===== src/antc_pkg.sv =====
package antc_pkg;

   // Register map
   localparam logic [11:0] ANTC_TX_AUTONEG_CONFIG_OFS = 12'h178;
   localparam logic [31:0] ANTC_TX_AUTONEG_CONFIG_RST = 32'h0000_0000;

   // Register fields
   localparam int ANTC_HW_NEG_EN_BIT = 31;
   localparam int ANTC_FORCE_CFG_BIT = 30;
   localparam int ANTC_RSVD_HI = 29;
   localparam int ANTC_RSVD_LO = 16;
   localparam int ANTC_WORD_HI = 15;
   localparam int ANTC_WORD_LO = 0;

   // Advertised word fields
   localparam int ANTC_ADV_NEXT_PAGE_BIT = 15;
   localparam int ANTC_ADV_PAUSE_HI = 8;
   localparam int ANTC_ADV_PAUSE_LO = 7;
   localparam int ANTC_ADV_HALF_DUPLEX_BIT = 6;
   localparam int ANTC_ADV_FULL_DUPLEX_BIT = 5;

   // Reset values of the individual fields
   localparam logic [15:0] ANTC_ADV_WORD_RST = 16'h0000;
   localparam logic ANTC_FORCE_CFG_RST = 1'h0;
   localparam logic ANTC_HW_NEG_EN_RST = 1'h0;

   // Synchroniser depth for the receive sync status
   localparam int ANTC_SYNC_STAGES = 2;

   // Transmit source selection, one-hot
   typedef enum logic [2:0] {
      ANTC_TX_DATA  = 3'h1,
      ANTC_TX_SWCFG = 3'h2,
      ANTC_TX_HWNEG = 3'h4
   } antc_tx_sel_t;

endpackage


===== src/antc_sync.sv =====
`timescale 1ns/1ps
module antc_sync
   import antc_pkg::*;
(
   // Clock and reset
   input wire logic clk_i,
   input wire logic rst_i,
   // Asynchronous level in, synchronised level out
   input wire logic async_i,
   output logic sync_o
);

   typedef struct packed {
      logic meta;
      logic stable;
   } antc_sync_state_t;

   antc_sync_state_t s_q;
   antc_sync_state_t s_d;

   always_comb begin
      s_d = s_q;
      s_d.meta = async_i;
      s_d.stable = s_q.meta;
   end

   always_ff @(posedge clk_i) begin
      if (rst_i) begin
         s_q <= '0;
      end else begin
         s_q <= s_d;
      end
   end

   assign sync_o = s_q.stable;

endmodule


===== src/antc_tx_config.sv =====
`timescale 1ns/1ps
// Overview of operation
// - Hardware mode sends word inside /C/ sets
// - Software mode sends written word, flag-gated
// - Readback equals last write or EEPROM load, stays stable
// - Word fields: next page, pause, duplex
// - EEPROM loads word bits 5, 7, 8
// - Bits 29:16 read zero, written zero
// - Force flag 1 sends /C/, 0 data, in ten-bit mode with enable clear
// - Enable bit runs hardware negotiation machine in ten-bit mode
// - Writing enable 1 pulses negotiation restart
// - Regained sync restarts negotiation when enabled
// - EEPROM loads hardware negotiation enable bit
module antc_tx_config
   import antc_pkg::*;
(
   // Clock and reset
   input wire logic clk_i,
   input wire logic rst_i,
   // Wishbone classic slave
   input wire logic wb_cyc_i,
   input wire logic wb_stb_i,
   input wire logic wb_we_i,
   input wire logic [11:0] wb_adr_i,
   input wire logic [3:0] wb_sel_i,
   input wire logic [31:0] wb_dat_i,
   output logic [31:0] wb_dat_o,
   output logic wb_ack_o,
   // EEPROM defaults, one-cycle load strobe after chip reset
   input wire logic ee_load_i,
   input wire logic ee_full_duplex_i,
   input wire logic [1:0] ee_pause_i,
   input wire logic ee_hw_neg_en_i,
   // Link status and mode
   input wire logic ten_bit_interface_mode_i,
   input wire logic rx_sync_i,
   // Towards the ordered-set encoder and negotiation machine
   output logic [15:0] advertised_word_o,
   output logic force_config_sets_o,
   output logic hw_negotiation_enable_o,
   output logic hw_neg_run_o,
   output logic send_config_sets_o,
   output logic an_restart_o
);

   typedef struct packed {
      logic [15:0] adv;
      logic force_cfg;
      logic hw_en;
      logic ack;
      logic [31:0] rdat;
      logic restart;
      logic sync_prev;
      antc_tx_sel_t tx;
   } antc_state_t;

   antc_state_t s_q;
   antc_state_t s_d;
   logic rx_sync;
   logic req;
   logic hit;
   logic wr_fire;
   logic ane_wr1;
   logic sync_rise;

   function automatic logic [7:0] lane_merge(input logic [7:0] old_v, input logic [7:0] new_v,
                                             input logic en);
      lane_merge = en ? new_v : old_v;
   endfunction

   antc_sync u_sync (
      .clk_i(clk_i),
      .rst_i(rst_i),
      .async_i(rx_sync_i),
      .sync_o(rx_sync)
   );

   assign req = wb_cyc_i & wb_stb_i & ~s_q.ack;
   assign hit = (wb_adr_i == ANTC_TX_AUTONEG_CONFIG_OFS);
   assign wr_fire = req & wb_we_i & hit;
   assign ane_wr1 = wr_fire & wb_sel_i[3] & wb_dat_i[ANTC_HW_NEG_EN_BIT];
   assign sync_rise = rx_sync & ~s_q.sync_prev;

   always_comb begin
      s_d = s_q;
      s_d.ack = req;
      s_d.sync_prev = rx_sync;
      // Write takes effect at the edge that raises ack
      if (wr_fire) begin
         s_d.adv[7:0] = lane_merge(s_q.adv[7:0], wb_dat_i[7:0], wb_sel_i[0]);
         s_d.adv[15:8] = lane_merge(s_q.adv[15:8], wb_dat_i[15:8], wb_sel_i[1]);
         if (wb_sel_i[3]) begin
            s_d.force_cfg = wb_dat_i[ANTC_FORCE_CFG_BIT];
            s_d.hw_en = wb_dat_i[ANTC_HW_NEG_EN_BIT];
         end
      end
      // EEPROM defaults override the same bits of a concurrent write
      if (ee_load_i) begin
         s_d.adv[ANTC_ADV_FULL_DUPLEX_BIT] = ee_full_duplex_i;
         s_d.adv[ANTC_ADV_PAUSE_HI:ANTC_ADV_PAUSE_LO] = ee_pause_i;
         s_d.hw_en = ee_hw_neg_en_i;
      end
      // Single-cycle restart on every write of 1 or on regained sync while enabled
      s_d.restart = ane_wr1 | (s_q.hw_en & sync_rise);
      s_d.rdat = '0;
      if (req & hit & ~wb_we_i) begin
         s_d.rdat[ANTC_WORD_HI:ANTC_WORD_LO] = s_q.adv;
         s_d.rdat[ANTC_FORCE_CFG_BIT] = s_q.force_cfg;
         s_d.rdat[ANTC_HW_NEG_EN_BIT] = s_q.hw_en;
      end
      case (s_q.tx)
         ANTC_TX_DATA, ANTC_TX_SWCFG, ANTC_TX_HWNEG: begin
            if (!ten_bit_interface_mode_i) begin
               s_d.tx = ANTC_TX_DATA;
            end else if (s_q.hw_en) begin
               s_d.tx = ANTC_TX_HWNEG;
            end else if (s_q.force_cfg) begin
               s_d.tx = ANTC_TX_SWCFG;
            end else begin
               s_d.tx = ANTC_TX_DATA;
            end
         end
         default: begin
            s_d.tx = ANTC_TX_DATA;
         end
      endcase
   end

   always_ff @(posedge clk_i) begin
      if (rst_i) begin
         s_q.adv <= ANTC_ADV_WORD_RST;
         s_q.force_cfg <= ANTC_FORCE_CFG_RST;
         s_q.hw_en <= ANTC_HW_NEG_EN_RST;
         s_q.ack <= 1'h0;
         s_q.rdat <= ANTC_TX_AUTONEG_CONFIG_RST;
         s_q.restart <= 1'h0;
         s_q.sync_prev <= 1'h0;
         s_q.tx <= ANTC_TX_DATA;
      end else begin
         s_q <= s_d;
      end
   end

   assign wb_ack_o = s_q.ack;
   assign wb_dat_o = s_q.rdat;
   assign advertised_word_o = s_q.adv;
   assign force_config_sets_o = s_q.force_cfg;
   assign hw_negotiation_enable_o = s_q.hw_en;
   assign hw_neg_run_o = (s_q.tx == ANTC_TX_HWNEG);
   assign send_config_sets_o = (s_q.tx == ANTC_TX_SWCFG);
   assign an_restart_o = s_q.restart;
endmodule


===== config.mk =====
export PLATFORM = sky130hd
export DESIGN_NAME = antc_tx_config
export DESIGN_NICKNAME = d
export VERILOG_FILES = /design/src/antc_pkg.sv /design/src/antc_sync.sv /design/src/antc_tx_config.sv
export SDC_FILE = /design/constraint.sdc
export NUM_CORES = 1
export LEC_CHECK = 0
export BUFFER_PORTS_ARGS = -buffer_cell sky130_fd_sc_hd__buf_4
export CAP_MARGIN = 20
export CORE_UTILIZATION = 43
export DETAILED_ROUTE_END_ITERATION = 8
export PLACE_DENSITY = 0.8
export SLEW_MARGIN = 40
export SYNTH_ARGS = -nofsm -noshare
export SYNTH_HDL_FRONTEND = slang
export SYNTH_HIERARCHICAL = 1
export SYNTH_SLANG_ARGS = --single-unit
export TNS_END_PERCENT = 20

===== constraint.sdc =====
create_clock -name clk_i -period 2.05 [get_ports clk_i]
set_clock_uncertainty 0.1 [all_clocks]
set_input_delay 0.1025 -clock clk_i [delete_from_list [all_inputs] [get_ports clk_i]]
set_output_delay 0.1025 -clock clk_i [all_outputs]
set_load 0.02 [all_outputs]

* Yosys cells after proc, flatten, opt, wreduce, memory -nomap -nowiden
Cells that the tools add are included.
** Word-level totals
- Bits in registers :: 58
- Input bits :: 60
- Output and inout bits :: 54
- Word-level logic and storage cells :: 59
** Cells by class
- Equality and inequality tests :: 4
- Mux-type cells :: 9
- Bitwise operators :: 17
- Reduce and logical (&&, ||, !) cells :: 14
** Operators by type and width (number)
- $eq A12 B9 Y1 const B :: 1
- $reduce_and A2 Y1 :: 6
- $mux W11 :: 1
- $and A1 B1 Y1 :: 10
- $mux W8 :: 1
- $reduce_bool A2 Y1 :: 4
- $mux W2 :: 3
- $not A1 Y1 :: 6
- $reduce_or A3 Y1 :: 2
- $reduce_or A4 Y1 :: 1
- $eq A3 B1 Y1 const B :: 1
- $eq A3 B2 Y1 const B :: 1
- $eq A3 B3 Y1 const B :: 1
- $mux W1 :: 3
- $mux W3 :: 1
- $reduce_or A2 Y1 :: 1
- $or A1 B1 Y1 :: 1

* Depth between registers and ports, before layout
Gate-level depths: netlist of the first run.
- Depth in word-level cells :: 7
- Gate-level depth with buffers :: 6
- Mapped depth without buffers :: 4

* By module
Netlist of the first run, hierarchy kept.
** By module, submodules not included
- antc_tx_config :: instances 1, cells an instance 202, area each 1855.5 µm², seq. area each 840.8 µm²
- antc_sync :: instances 1, cells an instance 4, area each 52.6 µm², seq. area each 40.0 µm²

* Worst setup path before layout of the first run
Ideal clock, no wire load.
- Kind :: in2reg
- Start :: input wb_adr_i[9]
- End :: register s_q, in the netlist advertised_word_o[0]
- Setup time :: 0.132 ns
- Arrival time :: 1.615 ns
- Data required time :: 1.818 ns
- Slack :: 0.203 ns
- Stages on the path :: 6
- Path buffers :: 2
- Cells stage by stage :: or4b_4 -> or4_1 -> buf_2 -> buf_6 -> o21ai_1 -> a21oi_1
** On the way
- Cells in the longest elaborated chain, start to end :: 3
** RTL lines
- start, declared :: RTL line antc_tx_config.sv:24 : input wire logic [11:0] wb_adr_i,
- $eq A12 B9 Y1 :: RTL line antc_tx_config.sv:79 : assign hit = (wb_adr_i == ANTC_TX_AUTONEG_CONFIG_OFS);
- $and A1 B1 Y1 :: RTL line antc_tx_config.sv:80 : assign wr_fire = req & wb_we_i & hit;
- $reduce_and A2 Y1 (no source line)
- end, declared :: RTL line antc_tx_config.sv:57 : antc_state_t s_q;
Every way passes these cells.
A chain may end at the register's enable or synchronous reset.

* Worst setup path in the final report of the first run
- Start :: input wb_stb_i
- End :: register s_q, in the netlist advertised_word_o[7]
** On the way
- Cells in the longest elaborated chain, start to end :: 6
** RTL lines
- start, declared :: RTL line antc_tx_config.sv:22 : input wire logic wb_stb_i,
- $and A1 B1 Y1 (2 in a row) :: RTL line antc_tx_config.sv:78 : assign req = wb_cyc_i & wb_stb_i & ~s_q.ack;
- $and A1 B1 Y1 (2 in a row) :: RTL line antc_tx_config.sv:80
- $reduce_bool A2 Y1 (no source line)
- $reduce_and A2 Y1 (no source line)
Every way passes these cells.

==> metrics.md, run 1 <==
| Metric | Value |
|---|---|
| Fin worst setup slack | 0.314 ns |
| P&R area growth vs syn | 34.8% |
| Worst setup path start | wb_stb_i |
| Vias in the first global route | about 1500 |
| CP arrival | roughly 1.8 ns |
| Hold path start | ee_pause_i[1] |
| Reg clk slew, reported paths | about 0.070 ns |
| Sum Neg Setup Slack | 0 ns |
| Share of post-route cells with drive strength above 1 | 35.7% |
| Commonest cells post-synth | buf_4, dfxtp_1, and2_1 |
| Vias per cell | 4.78 |
| Htree depth | 2 |
| Vias | roughly 1600 |
| First-pass GRT wire length | approximately 6300 um |
| Worst-path cell chain | dlygate4sd3_1 -> buf_4 -> nand4b_1 -> or4_1 -> buf_4 -> o21ai_0 -> a221oi_1 |
| Post-synthesis sequential area ratio | 46.2% |
| Worst skew pair latency | 0.28 ns |
| CTS root buf | clkbuf_8 |
| Fin nets | 340 |
| Crit-path max cell delay | 0.53 ns |
| Postcts setup bufs | 0 |
| Total CTS buffers | 5 |
| Origin of the critical flop-to-flop path | wb_ack_o |
| Die area | ~0.0047 sq mm |
| Fill cells | 370 |
| Drt drc | 0 |
| Final ANT Viol Nets | 0 |
| Critical path type | input port to register |
| I/O pins | 114 |
| Number of distinct library cells after synthesis | 28 |
| WHS Path Cells | 3 |
| Dpl cells | 303 |
| Hold WC Path Type | input port to register |
| CTS Hold Buffers Added | 20 |
| Post-Syn Area per Cell | 9.26 sq um |
| F_max | 0.576 GHz |
| Fin crit share | between 80 and 90% |
| Synthesized area | about 0.0019 sq mm |
| Detailed placement HPWL | slightly below 3000 um |
| Chip Width | 68.6 um |
| Core box area | 0.00412 sq mm |
| Critical-path maximum fanout | 18 |
| Post-synth top area share | 46.2% |
| Area contributors post-synth | dfxtp_1, buf_4, and2_1, a21oi_1, nand3_1 |
| Bufs on Longest Clock Path | 2 |
| Slew Limit Fails | 0 |
| Register bit total from synthesis | 44 |
| Peak supply drop | 0.000343 V |
| Final setup vio count | 0 |
| # rows | 23 |
| Multi-input gate area | about 650 sq um |
| Post-Syn Instances | 206 |
| Slowest CP cell | dlygate4sd3_1 |
| Ys flop type | dfxtp_1 |
| Worst-case reg-to-reg path depth | 5 |
| Diode count | 0 |
| I/O Buffers | 84 |
| Async SR Flop Fraction | 0% |
| Final hold vios | 0 |
| First-pass DRT Iterations | 4 |
| Reg area | 881 sq um |
| Worst path required time | 2.10 ns |
| Clock Sinks | 44 |
| Status | complete, no violations |
| Post-CTS resize count | 0 |
| RePlAce Congestion | 0.762 |
| Critical Path End Type | register |
| Global route overflow | 0 |
| CTS tree | built |
| PwrDens | 602 mW/mm^2 |
| Initial antenna violation count | 0 |
| EDFF count, synth | 0 |
| Count leader, synth | buf_4 |
| RSZ-0062 raised after global routing | no |
| Worst setup SP type | input port |
| Crit path top cell by count | buf_4 |
| Ys Warns | 6 |
| Max Cap Violations | 0 |
| Min Tclk post-route | 1.74 ns |
| Tot GR Track Use | 18.2% |
| First-iteration detailed-routing DRC count | 102 |
| Area leader, netlist | dfxtp_1 |
| Wire per inst | 12.7 um |
| Place WS | slightly above 0.07 ns |
| Effective utilization at floorplan | 46.4% |
| Final Non-Filler Cells | 330 |
| Static Leak | 1.16 nW |
| Pin count of the biggest net entering global routing | 26 |
| Die H | 68.6 um |
| Routed WL | roughly 4200 um |
-- worst paths after layout --
check	endpoint	slack [ns]
max reg2reg	advertised_word_o[7]	0.36
max	advertised_word_o[7]	0.31
min reg2reg	u_sync/sync_o	0.36
min	advertised_word_o[8]	0.005
-- power by group --
group / internal (mW) / leakage [nW] / total (mW) / switching, mW
logic: 0.0997 / 0.759 / 0.182 / 0.0819
clock network: 0.232 / 0.0410 / 0.496 / 0.264
registers: 0.864 / 0.356 / 0.871 / 0.00723
-- per-layer routing --
layer  global-route usage (%)  up-vias  routed length, um
met4                     8.33        0                105
met3                     4.11       10                302
met1                     18.9      710               1650
met2                     34.2       75               2130
li1                         -      782                  -
met5                        0        -                  0
-- kinds of logic (layout without fill, tap and decap cells) --
| family | after synthesis | in the layout | synth area share (%) |
|---|---|---|---|
| AO/OA/AOI/OAI | 42 | 42 | 12.0 |
| XOR/XNOR | 1 | 1 | 0.459 |
| buffers and inverters | 64 | 125 | 22.6 |
| flip-flops | 44 | 44 | 46.2 |
| other | 1 | 14 | 0.197 |
| AND/OR/NAND/NOR | 54 | 54 | 18.6 |
-- placed cells by master (no fill, tap or decap) --
cell type and n:
nand2_1 1, inv_1 8, or4_1 2, or4b_4 2, nand4b_1 2, nor2_1 1
clkinv_2 1, nor3b_1 3, o21ai_0 9, dlygate4sd3_1 20, and2_1 19, a221oi_1 3
xor2_1 1, buf_4 90, nand3_1 15, and3b_1 1, clkbuf_8 5, nor3_1 1
o21ai_1 10, a311oi_1 1, conb_1 14, a31oi_1 3, clkbuf_1 1, nor4_2 2
a21oi_1 16, dfxtp_1 44, nor2b_1 3, nand3b_1 1, nor4_1 1
-- worst max-delay path, delay by kind of cell --
kind | cells | cell delay (ns)
AO/OA/AOI/OAI | 2 | 0.26
AND/OR/NAND/NOR | 2 | 0.58
buffers and inverters | 3 | 0.85
-- state kept, by name (all words and copies together) (netlist names) --
register,flops
wb_ack_o,1
u_sync/sync_o,1
an_restart_o,1
hw_negotiation_enable_o,1
u_sync/s_d,1
s_q,4
advertised_word_o,16
force_config_sets_o,1
wb_dat_o,18
-- final cells by class --
class,instances,share of cell area [%]
sequential,44,34.2
timing repair buffer,110,34.0
multi-input combinational,111,25.1
clock buffer,6,2.82
tap,50,2.43
inverter,8,1.17
clock inverter,1,0.195
-- metrics by stage --
step	total power, mW	area [sq um]	utilization (%)	hold slack, ns
floorplan	0.979	1960	-	0.0741
global placement	1.04	2290	55.8	0.214
detailed placement	1.04	2290	55.8	0.217
CTS	1.55	2570	62.5	0.00107
global route	1.61	2570	62.5	0.00707
finish	1.55	2570	62.5	0.00542
Note: power is estimated with default switching activity, not from simulation.
==> run 2, diff against run 1 <==
- ABC_AREA: not set -> 1
- CORE_UTILIZATION: 43 -> 44
- PLACE_DENSITY: 0.8 -> 0.79
- clock period: 2.05 -> 1.65 ns (I/O delays scaled with it)
==> run 2 against run 1 <==
  * The run now ends with design-rule violations left
  * Critical path depth grew 1
  * Sequential power grew 24%
  * Synthesized cell count grew 37%
  * Power grew 37%
  * Sequential share of layout area shrank 2.3 points
  * Utilization shrank 0.91 points
  * Die area grew 7.3%
  * Sequential cell count is the same
  * Wire length shrank 2.3%
  * Cell area grew 7.1%
  * Setup slack lost 0.097 ns
  * Register-to-register slack lost 0.14 ns
  * Highest routed layer unchanged
==> metrics.md, run 2 <==
| Metric | Value |
|---|---|
| Chip Width | 71.1 um (+3.6%) |
| Commonest cells post-synth | nor2_1, buf_4, nand2_1 |
| Max reg flops | 18 (unchanged) |
| Final setup vio count | 0 (unchanged) |
| Post-synth top area share | 42.0% (-4.2 points) |
| Final ANT Viol Nets | 0 (unchanged) |
| # rows | 24 (+4.3%) |
| Most frequent cells in the layout | buf_4, nor2_1, nand2_1 |
| Htree depth | 2 (unchanged) |
| Sum Neg Setup Slack | 0 ns (unchanged) |
| Sw Ratio | 22.1% (-0.66 points) |
| Count leader, synth | nor2_1 |
| Crit-path max cell delay | 0.31 ns (-0.22 ns) |
| Reg area | 881 sq um (unchanged) |
| Initial antenna violation count | 0 (unchanged) |
| RePlAce Congestion | 0.766 (+0.51%) |
| Vias per cell | 4.28 (-10%) |
| Ys flop type | dfxtp_1 |
| Ys Warns | 6 (unchanged) |
| CTS root buf | clkbuf_8 |
| Critical-path maximum fanout | 15 (-3) |
| Synthesized area | 0.00210 sq mm (+10%) |
| Register bit total from synthesis | 44 (unchanged) |
| Fin nets | 415 (+22%) |
| Number of distinct library cells after synthesis | 22 (-21%) |
| Post-Syn Instances | 283 (+37%) |
| Tot GR Track Use | 16.4% (-1.7 points) |
| EDFF count, synth | 0 (unchanged) |
| PwrDens | 768 mW/mm^2 (+28%) |
| Min Tclk post-route | 1.43 ns |
| Dpl cells | 381 (+26%) |
| Power Internal | 1.65 mW (+38%) |
| Critical path type | register to register |
| Postcts setup bufs | 0 (unchanged) |
| Worst-path cell chain | inv_1 -> nand3_1 -> nor2_4 -> nand3_4 -> nand2_1 -> nand3_1 -> nand2_1 -> inv_1 |
| Async SR Flop Fraction | 0% (unchanged) |
| CP arrival | 1.52 ns (-0.27 ns) |
| Clock network fraction of design power | 37.4% (+5.4 points) |
| Hold WC Path Type | input port to register |
| First-iteration detailed-routing DRC count | 68 (-33%) |
| Bufs on Longest Clock Path | 2 (unchanged) |
| P&R area growth vs syn | 31.3% |
| Pin count of the biggest net entering global routing | 19 (-27%) |
| Switching Power | 469 uW (+33%) |
| I/O Buffers | 84 (unchanged) |
| F_max | 0.697 GHz |
| Share of post-route cells with drive strength above 1 | 29.5% (-6.2 points) |
| Die H | 71.1 um (+3.6%) |
| Reg clk slew, reported paths | 0.07 ns (about the same) |
| Worst setup SP type | register |
| Die area | 0.00505 sq mm (+7.3%) |
| Effective utilization at floorplan | 46.9% (+0.56 points) |
| Fin crit share | slightly below 90% |
| Post-Syn Area per Cell | 7.42 sq um (-20%) |
| Diode count | 0 (unchanged) |
| Area leader, netlist | dfxtp_1 |
| Vias | 1747 (+11%) |
| RSZ-0062 raised after global routing | no |
| First-pass GRT wire length | 6470 um (+3.2%) |
| Multi-input gate area | 724 sq um (+12%) |
| Final Non-Filler Cells | 408 (+24%) |
| CTS tree | built |
| Critical Path End Type | register |
| Slowest CP cell | dfxtp_1 |
| Wire per inst | 10.0 um (-21%) |
| Seq pwr share | 51.0% (-5.3 points) |
| Clock Sinks | 44 (unchanged) |
| Max Cap Violations | 0 (unchanged) |
| Post-synthesis sequential area ratio | 42.0% (-4.2 points) |
| Fill cells | 418 (+13%) |
| Peak supply drop | 0.000431 V (+25%) |
| Core box area | 0.00447 sq mm (+8.7%) |
| Post-CTS resize count | 0 (unchanged) |
| Area contributors post-synth | dfxtp_1, buf_4, nor2_1, nand2_1, inv_1 |
| Status | finished, violations left |
| Global route overflow | 0 (unchanged) |
| Leading cell type in the layout, fill and taps excluded | buf_4 |
| Vias in the first global route | 1500 (+0.87%) |
| I/O pins | 114 (unchanged) |
| Gate power share | 11.6% (about the same) |
| Static Leak | 1.46 nW (+27%) |
| First-pass DRT Iterations | 7 (+3) |
| Slew Limit Fails | 0 (unchanged) |
| Detailed placement HPWL | 2960 um (+1.6%) |
| Failing checks | design-rule violations |
| Drt drc | 7 (+7) |
| Routed WL | 4090 um (-2.3%) |
| Total CTS buffers | 5 (unchanged) |
| Final hold vios | 0 (unchanged) |
| Worst path required time | 1.74 ns (-0.36 ns) |
| Worst skew pair latency | 0.29 ns (about the same) |
## run 2: cell types whose count changed in the layout (fill, tap and decap cells not counted), sizes merged, moves of 3 or more
cell and change:
nor2 +71, and2 -19, o21ai -18, nand3 -5, a31oi -3, nand4 +6, inv +31, nand2 +50
a221oi -3, nor4 -3, nor3b -3, a21oi -14, buf -5
## run 2: power groups by stage
stage | combinational [mW] | clock (mW) | sequential [mW]
finish | 0.246 | 0.792 | 1.08
global route | 0.268 | 0.866 | 1.08
CTS | 0.245 | 0.815 | 1.08
detailed placement | 0.209 | 0 | 1.11
global placement | 0.207 | 0 | 1.10
floorplan | 0.124 | 0 | 1.11
## run 2: what timing repair did
action | 4_1_cts | 5_1_grt
hold buffers | 19 | 0
setup endpoints to repair | 0 | 0
endpoints found under the hold margin | 22 | 0
## run 2: critical path: cells and delay by family (launching register included)
kind          cells  cell delay [ns]
flops             1             0.31
simple gates      6             0.84
buf+inv           2             0.08
## run 2: cell type report
class	count	area share, %
inverters	40	5.45
flip-flops and latches	44	32.0
repair buffers	104	30.0
multi-input cells	160	26.3
clock inverters	2	1.27
clock buffers	6	2.63
well taps	52	2.36
## run 2: worst paths after layout
check / from / end / slack (ns) / depth (start not counted)
setup / recovery: wb_ack_o / advertised_word_o[8] / 0.22 / 8
hold reg to reg: u_sync/s_d[0] / u_sync/sync_o / 0.31 / 2
setup reg to reg: wb_ack_o / advertised_word_o[8] / 0.22 / 8
hold / removal: ee_pause_i[0] / advertised_word_o[7] / 0.01 / 5
## run 2: logic make-up after synthesis
group | after synthesis | share of synthesized area [%]
AO/OA/AOI/OAI | 4 | 1.07
AND/OR/NAND/NOR | 142 | 30.9
flip-flops | 44 | 42.0
other | 1 | 0.179
buffers and inverters | 92 | 25.9
## run 2: stage by stage
stage	util [%]	power [mW]	hold WS, ns	cell area [sq um]	setup slack (ns)
after floorplan	-	1.23	0.0516	2150	0.310
after global placement	54.9	1.31	0.192	2460	0.264
after detailed placement	54.9	1.31	0.193	2460	0.211
after CTS	61.6	2.14	0.00846	2760	0.200
after global routing	61.6	2.21	0.0233	2760	0.0698
final	61.6	2.12	0.0148	2760	0.216
## run 2: per-layer routing
layer	part of all wire, %	track usage, %	wire length [um]
met4	2.2	6.89	91
met3	5.1	3.13	208
met1	44	19.9	1800
met5	0	0	0
met2	49	28.5	1990
